`config.mk`:
```
export PLATFORM = sky130hd
export DESIGN_NAME = acl_current_loop
export DESIGN_NICKNAME = d
export VERILOG_FILES = /design/src/pkg/acl_pkg.sv /design/src/logic/acl_current_loop.sv
export SDC_FILE = /design/constraint.sdc
export NUM_CORES = 2
export LEC_CHECK = 0
export BUFFER_PORTS_ARGS = -buffer_cell sky130_fd_sc_hd__buf_2
export CAP_MARGIN = 40
export CORE_MARGIN = 1
export CORE_UTILIZATION = 59
export DETAILED_ROUTE_END_ITERATION = 6
export GPL_TIMING_DRIVEN = 0
export PLACE_DENSITY = 0.77
export SYNTH_ARGS = -nofsm -noshare
export SYNTH_HDL_FRONTEND = slang
export SYNTH_SLANG_ARGS = --single-unit
```
`constraint.sdc`:
```
create_clock -name clk_sys -period 15.21 [get_ports clk_sys]
set_clock_uncertainty 0.2 [all_clocks]
set_input_delay 1.521 -clock clk_sys [delete_from_list [all_inputs] [get_ports clk_sys]]
set_output_delay 1.521 -clock clk_sys [all_outputs]
set_load 0.1 [all_outputs]
```
`src/pkg/acl_pkg.sv`:
```
// Constants and types for the armature current loop control block.
// Assumes a 125 MHz system clock and one supply-cycle tick from a pin.
package acl_pkg;

  // ---------------------------------------------------------------
  // Timing
  // ---------------------------------------------------------------
  localparam int CLK_FREQ_HZ    = 32'h0773_5940;
  localparam int RELAY_OPEN_MS  = 32'h32;
  localparam int RELAY_OPEN_CYC = CLK_FREQ_HZ / 32'h3e8 * RELAY_OPEN_MS;
  localparam logic [2:0] SS_DELAY_TICKS = 3'h4;
  localparam logic [1:0] GAP_BASE = 2'h1;
  localparam logic [1:0] GAP_EXTRA = 2'h1;

  // ---------------------------------------------------------------
  // Register map
  // ---------------------------------------------------------------
  localparam logic [3:0] OFS_KID = 4'h0, OFS_KP = 4'h1, OFS_KI = 4'h2;
  localparam logic [3:0] OFS_KMC = 4'h3, OFS_RSVD = 4'h4;
  localparam logic [3:0] OFS_CTRL0 = 4'h5, OFS_CTRL1 = 4'h6;
  localparam logic [3:0] OFS_STAT = 4'h7, OFS_ANG_LO = 4'h8, OFS_ANG_HI = 4'h9;
  localparam int C0_INHIBIT = 0, C0_SS_EN = 1, C0_SS_TRIG = 2, C0_DIRECT = 3;
  localparam int C0_LOCKOUT = 4, C0_ADAPT_DIS = 5, C0_SERIES = 6, C0_PARALLEL = 7;
  localparam int C1_EXTRA_SAFE = 0, C1_CAT_EN = 1, C1_RED_HYST = 2;
  localparam int C1_INC_FB = 3, C1_STARTUP_AT = 4;
  localparam logic [7:0] CTRL1_MASK = 8'h1f;
  localparam logic [7:0] KID_RST = 8'h10, KP_RST = 8'h10, KI_RST = 8'h10;
  localparam logic [7:0] KMC_RST = 8'h19, CTRL0_RST = 8'h02, CTRL1_RST = 8'h00;

  // ---------------------------------------------------------------
  // Loop scaling
  // ---------------------------------------------------------------
  localparam int KID_SHIFT = 7, KP_SHIFT = 8, KI_SHIFT = 9, KMC_SHIFT = 5;
  localparam int ANGLE_MIN = 32'h115;
  localparam int ANGLE_MAX = 32'h3ff;
  localparam logic signed [11:0] SPEED_STILL = 12'sh008;
  localparam logic signed [11:0] HYST_NORM = 12'sh010;
  localparam logic signed [11:0] HYST_RED = 12'sh002;
  localparam logic signed [11:0] CONT_THRESH = 12'sh05c;
  localparam logic signed [12:0] AT_RIPPLE_HI = 13'sh0020;
  localparam logic signed [12:0] AT_RIPPLE_LO = 13'sh0008;

  typedef enum logic [1:0] {BR_RUN = 2'b00, BR_WAIT = 2'b01, BR_GAP = 2'b10} acl_br_st_t;

  typedef struct packed {
    logic signed [10:0] demand;
    logic signed [10:0] fb;
    logic signed [10:0] ref_post;
    logic signed [10:0] speed;
    logic stop_cmd, zero_ref, spillover, cyclic_reset, b2_quadrant, autotune_done;
    logic [7:0] at_kid, at_kp, at_ki, at_kmc;
  } acl_loop_in_t;

  typedef struct packed {
    logic [9:0] angle;
    logic fire_b1, fire_b2, fire_delayed, ramp_reset, relay_open;
  } acl_gate_out_t;

  typedef struct packed {
    logic sup1, sup2, sup3, lko1, lko2;
    logic [7:0] kid, kp, ki, kmc, ctrl0, ctrl1;
    logic series_act, bridge;
    acl_br_st_t br_st;
    logic [1:0] gap_cnt;
    logic [2:0] ss_cnt;
    logic ss_off;
    logic signed [23:0] acc_c, acc_d;
    logic [9:0] angle;
    logic fire_b1, fire_b2, fire_dly, ramp_rst, lko_out, relay_open;
    logic [22:0] relay_cnt;
    logic [7:0] rdata;
  } acl_state_t;

  localparam acl_state_t ST_RST = '{kid: KID_RST, kp: KP_RST, ki: KI_RST, kmc: KMC_RST,
    ctrl0: CTRL0_RST, ctrl1: CTRL1_RST, br_st: BR_RUN, angle: 10'(ANGLE_MIN), default: '0};

endpackage

```
`src/logic/acl_current_loop.sv`:
```
// Armature current loop: gains, firing-angle computation, standstill,
// bridge changeover and 12-pulse routing, with a plain register port.
// Assumes loop_in comes from logic on clk_sys; supply_sync and
// lockout_input are pins and are synchronised here.
//
// Added by the designer: the register addresses and the address-and-strobe port.
`timescale 1ns/10ps
module acl_current_loop
  import acl_pkg::*;
#(
  parameter int unsigned RELAY_CYCLES = RELAY_OPEN_CYC
) (
  input  wire logic          clk_sys,
  input  wire logic          resetn,
  input  wire logic          clk_en,
  input  wire logic [3:0]    reg_addr,
  input  wire logic [7:0]    reg_wdata,
  input  wire logic          reg_wr,
  input  wire logic          reg_rd,
  output logic      [7:0]    reg_rdata,
  input  wire acl_loop_in_t  loop_in,
  input  wire logic          supply_sync,
  input  wire logic          lockout_input,
  output acl_gate_out_t      gate_out,
  output logic               lockout_output
);

  // ---------------------------------------------------------------
  // Helpers
  // ---------------------------------------------------------------
  function automatic logic signed [23:0] gterm(input logic signed [12:0] e,
                                               input logic [7:0] g, input int sh);
    gterm = (24'(e) * $signed({16'h0000, g})) >>> sh;
  endfunction

  function automatic logic [9:0] clamp_ang(input logic signed [23:0] v);
    if (v < 24'(ANGLE_MIN)) begin
      clamp_ang = 10'(ANGLE_MIN);
    end else if (v > 24'(ANGLE_MAX)) begin
      clamp_ang = 10'(ANGLE_MAX);
    end else begin
      clamp_ang = v[9:0];
    end
  endfunction

  function automatic logic in_range(input logic signed [23:0] v);
    in_range = (v >= 24'(ANGLE_MIN)) && (v <= 24'(ANGLE_MAX));
  endfunction

  function automatic logic [7:0] rd_mux(input logic [3:0] a, input acl_state_t s);
    case (a)
      OFS_KID:    rd_mux = s.kid;
      OFS_KP:     rd_mux = s.kp;
      OFS_KI:     rd_mux = s.ki;
      OFS_KMC:    rd_mux = s.kmc;
      OFS_CTRL0:  rd_mux = s.ctrl0;
      OFS_CTRL1:  rd_mux = s.ctrl1;
      OFS_STAT:   rd_mux = {3'h0, s.ss_off, s.relay_open, s.br_st != BR_RUN,
                            s.bridge, s.series_act};
      OFS_ANG_LO: rd_mux = s.angle[7:0];
      OFS_ANG_HI: rd_mux = {6'h00, s.angle[9:8]};
      default:    rd_mux = 8'h00;
    endcase
  endfunction

  // ---------------------------------------------------------------
  // Derived terms
  // ---------------------------------------------------------------
  acl_state_t q;
  acl_state_t d;
  logic                tick;
  logic                inh;
  logic                ss_arm;
  logic                lk_blk;
  logic                disc;
  logic                cat_run;
  logic                fire;
  logic                at_load;
  logic signed [13:0]  fb_x5;
  logic signed [11:0]  fb_s;
  logic signed [11:0]  dem_e;
  logic signed [11:0]  fb_e;
  logic signed [11:0]  hyst;
  logic signed [12:0]  err;
  logic signed [12:0]  err_abs;
  logic signed [12:0]  dem_pos;
  logic signed [23:0]  ang_c;
  logic signed [23:0]  ang_d;

  // Edge of the second synchroniser stage; the first stage feeds nothing else.
  assign tick = q.sup2 & ~q.sup3;
  assign inh  = q.ctrl0[C0_INHIBIT];
  assign fb_x5 = 14'(loop_in.fb) * 14'sh005;
  assign fb_s  = q.ctrl1[C1_INC_FB] ? 12'(fb_x5 >>> 3) : 12'(loop_in.fb);
  assign dem_e = q.bridge ? -12'(loop_in.demand) : 12'(loop_in.demand);
  assign fb_e  = q.bridge ? -fb_s : fb_s;
  assign err   = 13'(dem_e) - 13'(fb_e);
  assign err_abs = err[12] ? -err : err;
  assign dem_pos = dem_e[11] ? 13'sh0000 : 13'(dem_e);
  assign hyst = q.ctrl1[C1_RED_HYST] ? HYST_RED : HYST_NORM;
  assign ss_arm = q.ctrl0[C0_SS_EN]
                  && (loop_in.stop_cmd || (!q.ctrl0[C0_SS_TRIG] && loop_in.zero_ref))
                  && (12'(loop_in.speed) < SPEED_STILL)
                  && (12'(loop_in.speed) > -SPEED_STILL);
  assign lk_blk = q.ctrl0[C0_LOCKOUT] && q.ctrl0[C0_PARALLEL] && q.lko2;
  assign disc = !q.ctrl0[C0_ADAPT_DIS] && (fb_e < CONT_THRESH);
  assign cat_run = q.ctrl1[C1_CAT_EN] && !loop_in.spillover && !q.series_act;
  assign fire = !inh && (q.br_st == BR_RUN) && !q.ss_off;
  assign at_load = loop_in.autotune_done && q.ctrl1[C1_STARTUP_AT] && !q.relay_open;
  assign ang_c = 24'(ANGLE_MIN) + (q.acc_c >>> KI_SHIFT) + gterm(err, q.kp, KP_SHIFT);
  assign ang_d = 24'(ANGLE_MIN) + gterm(dem_pos, q.kmc, KMC_SHIFT)
                 + (q.acc_d >>> KID_SHIFT);

  // ---------------------------------------------------------------
  // Next state
  // ---------------------------------------------------------------
  always_comb begin
    d = q;
    d.sup1 = supply_sync;
    d.sup2 = q.sup1;
    d.sup3 = q.sup2;
    d.lko1 = lockout_input;
    d.lko2 = q.lko1;
    d.rdata = reg_rd ? rd_mux(reg_addr, q) : 8'h00;
    d.fire_b1  = fire && !q.bridge;
    d.fire_b2  = fire && q.bridge && !q.series_act;
    d.fire_dly = fire && !q.bridge && q.series_act;
    d.ramp_rst = inh;
    // Conducting is advertised to the partner while our gates are live.
    d.lko_out  = fire;
    if (loop_in.cyclic_reset) begin
      if (loop_in.b2_quadrant) begin
        d.series_act = 1'b0;
        d.ctrl0[C0_SERIES] = 1'b0;
      end else begin
        d.series_act = q.ctrl0[C0_SERIES];
      end
    end
    if (tick) begin
      case (q.br_st)
        BR_RUN: begin
          if (dem_e < -hyst) begin
            d.br_st = BR_WAIT;
          end
        end
        BR_WAIT: begin
          if (fb_e <= 12'sh000 && !lk_blk) begin
            d.br_st = BR_GAP;
            d.bridge = !q.bridge;
            d.acc_c = '0;
            d.acc_d = '0;
            d.gap_cnt = q.ctrl1[C1_EXTRA_SAFE] ? GAP_BASE + GAP_EXTRA : GAP_BASE;
          end
        end
        BR_GAP: begin
          d.gap_cnt = q.gap_cnt - 2'h1;
          if (q.gap_cnt <= 2'h1) begin
            d.br_st = BR_RUN;
          end
        end
        default: d.br_st = BR_RUN;
      endcase
      if (ss_arm) begin
        if (q.ss_cnt < SS_DELAY_TICKS) begin
          d.ss_cnt = q.ss_cnt + 3'h1;
        end
        d.ss_off = (q.ss_cnt >= SS_DELAY_TICKS - 3'h1);
      end else begin
        d.ss_cnt = 3'h0;
        d.ss_off = 1'b0;
      end
      if (inh || ss_arm || q.br_st != BR_RUN) begin
        d.angle = 10'(ANGLE_MIN);
        if (inh) begin
          d.acc_c = '0;
          d.acc_d = '0;
        end
      end else if (q.ctrl0[C0_DIRECT]) begin
        d.angle = clamp_ang(24'(loop_in.ref_post));
      end else if (disc) begin
        d.angle = clamp_ang(ang_d);
        // Integrate only while unclamped so the store cannot wind up.
        if (in_range(ang_d)) begin
          d.acc_d = q.acc_d + gterm(err, q.kid, 0);
        end
      end else begin
        d.angle = clamp_ang(ang_c);
        if (in_range(ang_c)) begin
          d.acc_c = q.acc_c + gterm(err, q.ki, 0);
        end
      end
      if (cat_run && !disc && !inh) begin
        if (err_abs > AT_RIPPLE_HI && q.kp != 8'hff) begin
          d.kp = q.kp + 8'h01;
        end else if (err_abs < AT_RIPPLE_LO && q.kp != 8'h00) begin
          d.kp = q.kp - 8'h01;
        end
      end
    end
    if (at_load) begin
      d.kid = loop_in.at_kid;
      d.kp = loop_in.at_kp;
      d.ki = loop_in.at_ki;
      d.kmc = loop_in.at_kmc;
      d.relay_open = 1'b1;
      d.relay_cnt = '0;
    end else if (q.relay_open) begin
      d.relay_cnt = q.relay_cnt + 23'h000001;
      if (q.relay_cnt >= 23'(RELAY_CYCLES - 1)) begin
        d.relay_open = 1'b0;
        d.ctrl1[C1_STARTUP_AT] = 1'b0;
      end
    end
    // A software write in the same cycle wins over hardware updates.
    if (reg_wr) begin
      case (reg_addr)
        OFS_KID:   d.kid = reg_wdata;
        OFS_KP:    d.kp = reg_wdata;
        OFS_KI:    d.ki = reg_wdata;
        OFS_KMC:   d.kmc = reg_wdata;
        OFS_CTRL0: d.ctrl0 = reg_wdata;
        OFS_CTRL1: d.ctrl1 = reg_wdata & CTRL1_MASK;
        default:   d.rdata = d.rdata;
      endcase
    end
  end

  always_ff @(posedge clk_sys) begin
    if (!resetn) begin
      q <= ST_RST;
    end else if (clk_en) begin
      q <= d;
    end
  end

  assign reg_rdata = q.rdata;
  assign lockout_output = q.lko_out;
  assign gate_out = '{angle: q.angle, fire_b1: q.fire_b1, fire_b2: q.fire_b2,
                      fire_delayed: q.fire_dly, ramp_reset: q.ramp_rst,
                      relay_open: q.relay_open};
endmodule

```
==> summary.txt <==
Synth
  • Seq cells post-synth: 155
  • Post-Synthesis Cells: 3309
  • Avg Cell Area, Syn: 8.30 um2
  • EDFF count, synth: 0
  • Syn nets: 4033
  • Prevailing post-synth register cell: dfxtp_1
  • Main area contributors after synthesis: fa_1 (25%), ha_1 (12%), dfxtp_1 (11%)
  • Register area share after synthesis: 0.113
  • Synth top area share: 0.254
  • Unique masters post-synth: 105
  • Cell taking the most area after synthesis: fa_1
  • Area of the mapped netlist: 27500 um2
  • Ys Warns: 0
  • FFs w/ async S/R, synth: 0

Worst setup path
  • Req. time, crit path: 15430 ps
  • Startpoint Class: input port
  • Critical-path top delay cell: fa_1
  • Reg2reg setup slack: 1330 ps
  • Endpoint class of the critical path: flip-flop
  • WP data arrival: 14750 ps
  • R2R cell count: 52
  • Crit path top cell by count: ha_1
  • Largest stage delay, worst path: 620 ps
  • Crit Path Class: in -> reg
  • Largest fanout on the critical path: 10

Clock tree
  • # H-tree levels: 4
  • Cts hold-fix bufs: 0
  • Clock Tree Buf Depth: 2
  • Clk root buf: clkbuf_16
  • CTS tree: built
  • CTS sink cnt: 155
  • Cts bufs inserted: 17
  • Worst skew pair latency: 500 ps
  • Clk slew on worst S/H paths: 70 ps

STA
  • Hold Vio Cnt, Final: 0
  • RSZ-0062 raised after global routing: no
  • Slew HR: 0.383
  • Post-Route Setup TNS: 0 ps
  • Hold_ws: 279 ps
  • Minimum clock period: 14530 ps
  • Highest clock rate: 0.0688 GHz
  • Period utilization: 0.955
  • Max Slew Vio Count: 0
  • Actual slew at the worst max-slew pin: 925 ps
  • Final setup fails: 0
  • Final WS setup: 683 ps

Worst hold path
  • Min-Delay Path Depth: 2
  • Hold crit path type: reg -> reg

Floorplanning
  • Starting Density: 0.602
  • Ports: 125
  • Die width: 218 um
  • Die ar.: 47400 um2
  • Core ar.: 45700 um2
  • Row count: 78
  • Chip height: 218 um

Route
  • # DRC: 0
  • Final wirelength: 82700 um
  • Via count: 24700
  • Drt wl/cell: 20.3 um
  • Drt via density: 6.06
  • Final ANT Viol Nets: 0
  • Initial DRC Count: 2108
  • Drt pass-1 iters: 6

Cells and area
  • Fin nets: 4179
  • Fraction of layout cells with a size suffix above 1: 0.0773
  • Area Overhead vs Synth: 7.32%

Global routing
  • Tot GR Track Use: 0.357
  • GRT Residual Overflow: 0
  • Vias in the first global route: 24400
  • Global-route wire length before repair: 130000 um
  • Largest net degree at the start of global routing: 18
  • Antenna violations before repair: 2

Placement
  • Final HPWL DP: 68000 um
  • Pre-CTS setup slack: 243 ps
  • Placer Congestion: 0.989
  • IO buf count: 121

Power
  • P_sw: 1.17 mW
  • Sequential Power Share: 0.176
  • Combinational share of power: 0.631
  • Clock power share: 0.193
  • Lkg Pwr: 14.3 nW
  • Switching share of total power: 0.492
  • Peak VDD IR: 91.6 uV
  • Power density over cell area: 81.0 nW/um2
  • Internal power: 1.21 mW

Status
  • Status: finished, final reports clean

Run
  • Maxcap violations: 0
==> logic make-up after synthesis <==
logic type / count (synthesis) / synth area share
compound gates: 586 / 0.143
xor+xnor: 160 / 0.0524
fa+ha+maj: 623 / 0.379
buf+inv: 653 / 0.0931
flops: 155 / 0.113
mux: 46 / 0.0178
simple gates: 1086 / 0.201
==> power groups by stage <==
stage	sequential (mW)	combinational, mW	clock (mW)
after floorplan	0.426	1.08	0
after global placement	0.428	1.42	0
after detailed placement	0.428	1.47	0
after CTS	0.419	1.48	0.465
after global routing	0.420	1.67	0.480
final	0.419	1.51	0.461
==> through the flow <==
stage / power, mW / cells / instance area (um2) / utilization
global placement: 1.85 / 4030 / 28800 / 0.631
CTS: 2.37 / 4068 / 29500 / 0.645
finish: 2.39 / 4069 / 29500 / 0.646
global route: 2.57 / 4068 / 29500 / 0.646
floorplan: 1.50 / 3309 / 27500 / -
detailed placement: 1.90 / 4036 / 28900 / 0.632
==> state kept, by name (all words and copies together), names as in the netlist <==
register / cells
reg_rdata: 8
lockout_output: 1
gate_out: 15
d: 4
q: 127
==> cell usage after synthesis, drive strengths merged (9+ instances only) <==
library cell    n
a211oi         12
a21boi          9
a21o           25
a21oi         164
a22o           25
a22oi          28
a31o            9
a31oi          31
and2          183
and3           56
buf            45
clkbuf        120
dfxtp         155
fa            349
ha            274
inv           487
mux2i          42
nand2         314
nand2b         27
nand3          58
nand4          17
nor2          219
nor2b          40
nor3           68
nor4           18
o211ai         17
o21a           22
o21ai         128
o21bai         21
or2            16
or3            34
xnor2          97
xor2           63
==> cell usage in the layout (no fill, tap or decap), drive strengths merged, types with 68 or more instances in the layout <==
cell	Yosys	layout
inv	487	496
fa	349	349
nand2	314	314
ha	274	274
nor2	219	219
and2	183	183
buf	45	171
a21oi	164	164
dfxtp	155	155
clkbuf	120	138
o21ai	128	128
xnor2	97	97
nor3	68	68
==> per-layer routing <==
metal / GRT usage / wire length (um)
met1: 0.478 / 34500
met2: 0.562 / 37200
met3: 0.0580 / 7100
met4: 0.171 / 3900
met5: 0 / 19
==> worst paths after layout <==
path | startpoint | endpoint
hold / removal | lockout_output | lockout_output
setup reg to reg | q[108] | q[90]
hold reg to reg | lockout_output | lockout_output
setup / recovery | loop_in[61] | q[90]
==> repair_timing <==
action,in CTS,in global routing
buffers inserted,0,0
gates resized for setup,0,2
endpoints found under the setup margin,0,28
endpoints found under the hold margin,0,0
==> cell type report <==
class / count / area [um2]
Clock inverter: 14 / 170
Antenna cell: 1 / 2.50
Buffer: 165 / 727
Fill cell: 3953 / 16200
Inverter: 488 / 1830
Tap cell: 600 / 751
Clock buffer: 18 / 429
Sequential cell: 155 / 3100
Multi-Input combinational cell: 2501 / 21800
Timing Repair Buffer: 127 / 654
==> worst max-delay path: cells and delay by family <==
| kind | cells | cell delay (ps) |
|---|---|---|
| compound gates | 17 | 4220 |
| xor+xnor | 1 | 270 |
| fa+ha+maj | 11 | 4480 |
| buf+inv | 10 | 1740 |
| simple gates | 14 | 2500 |
No activity file was read; power rests on OpenSTA's default activity.
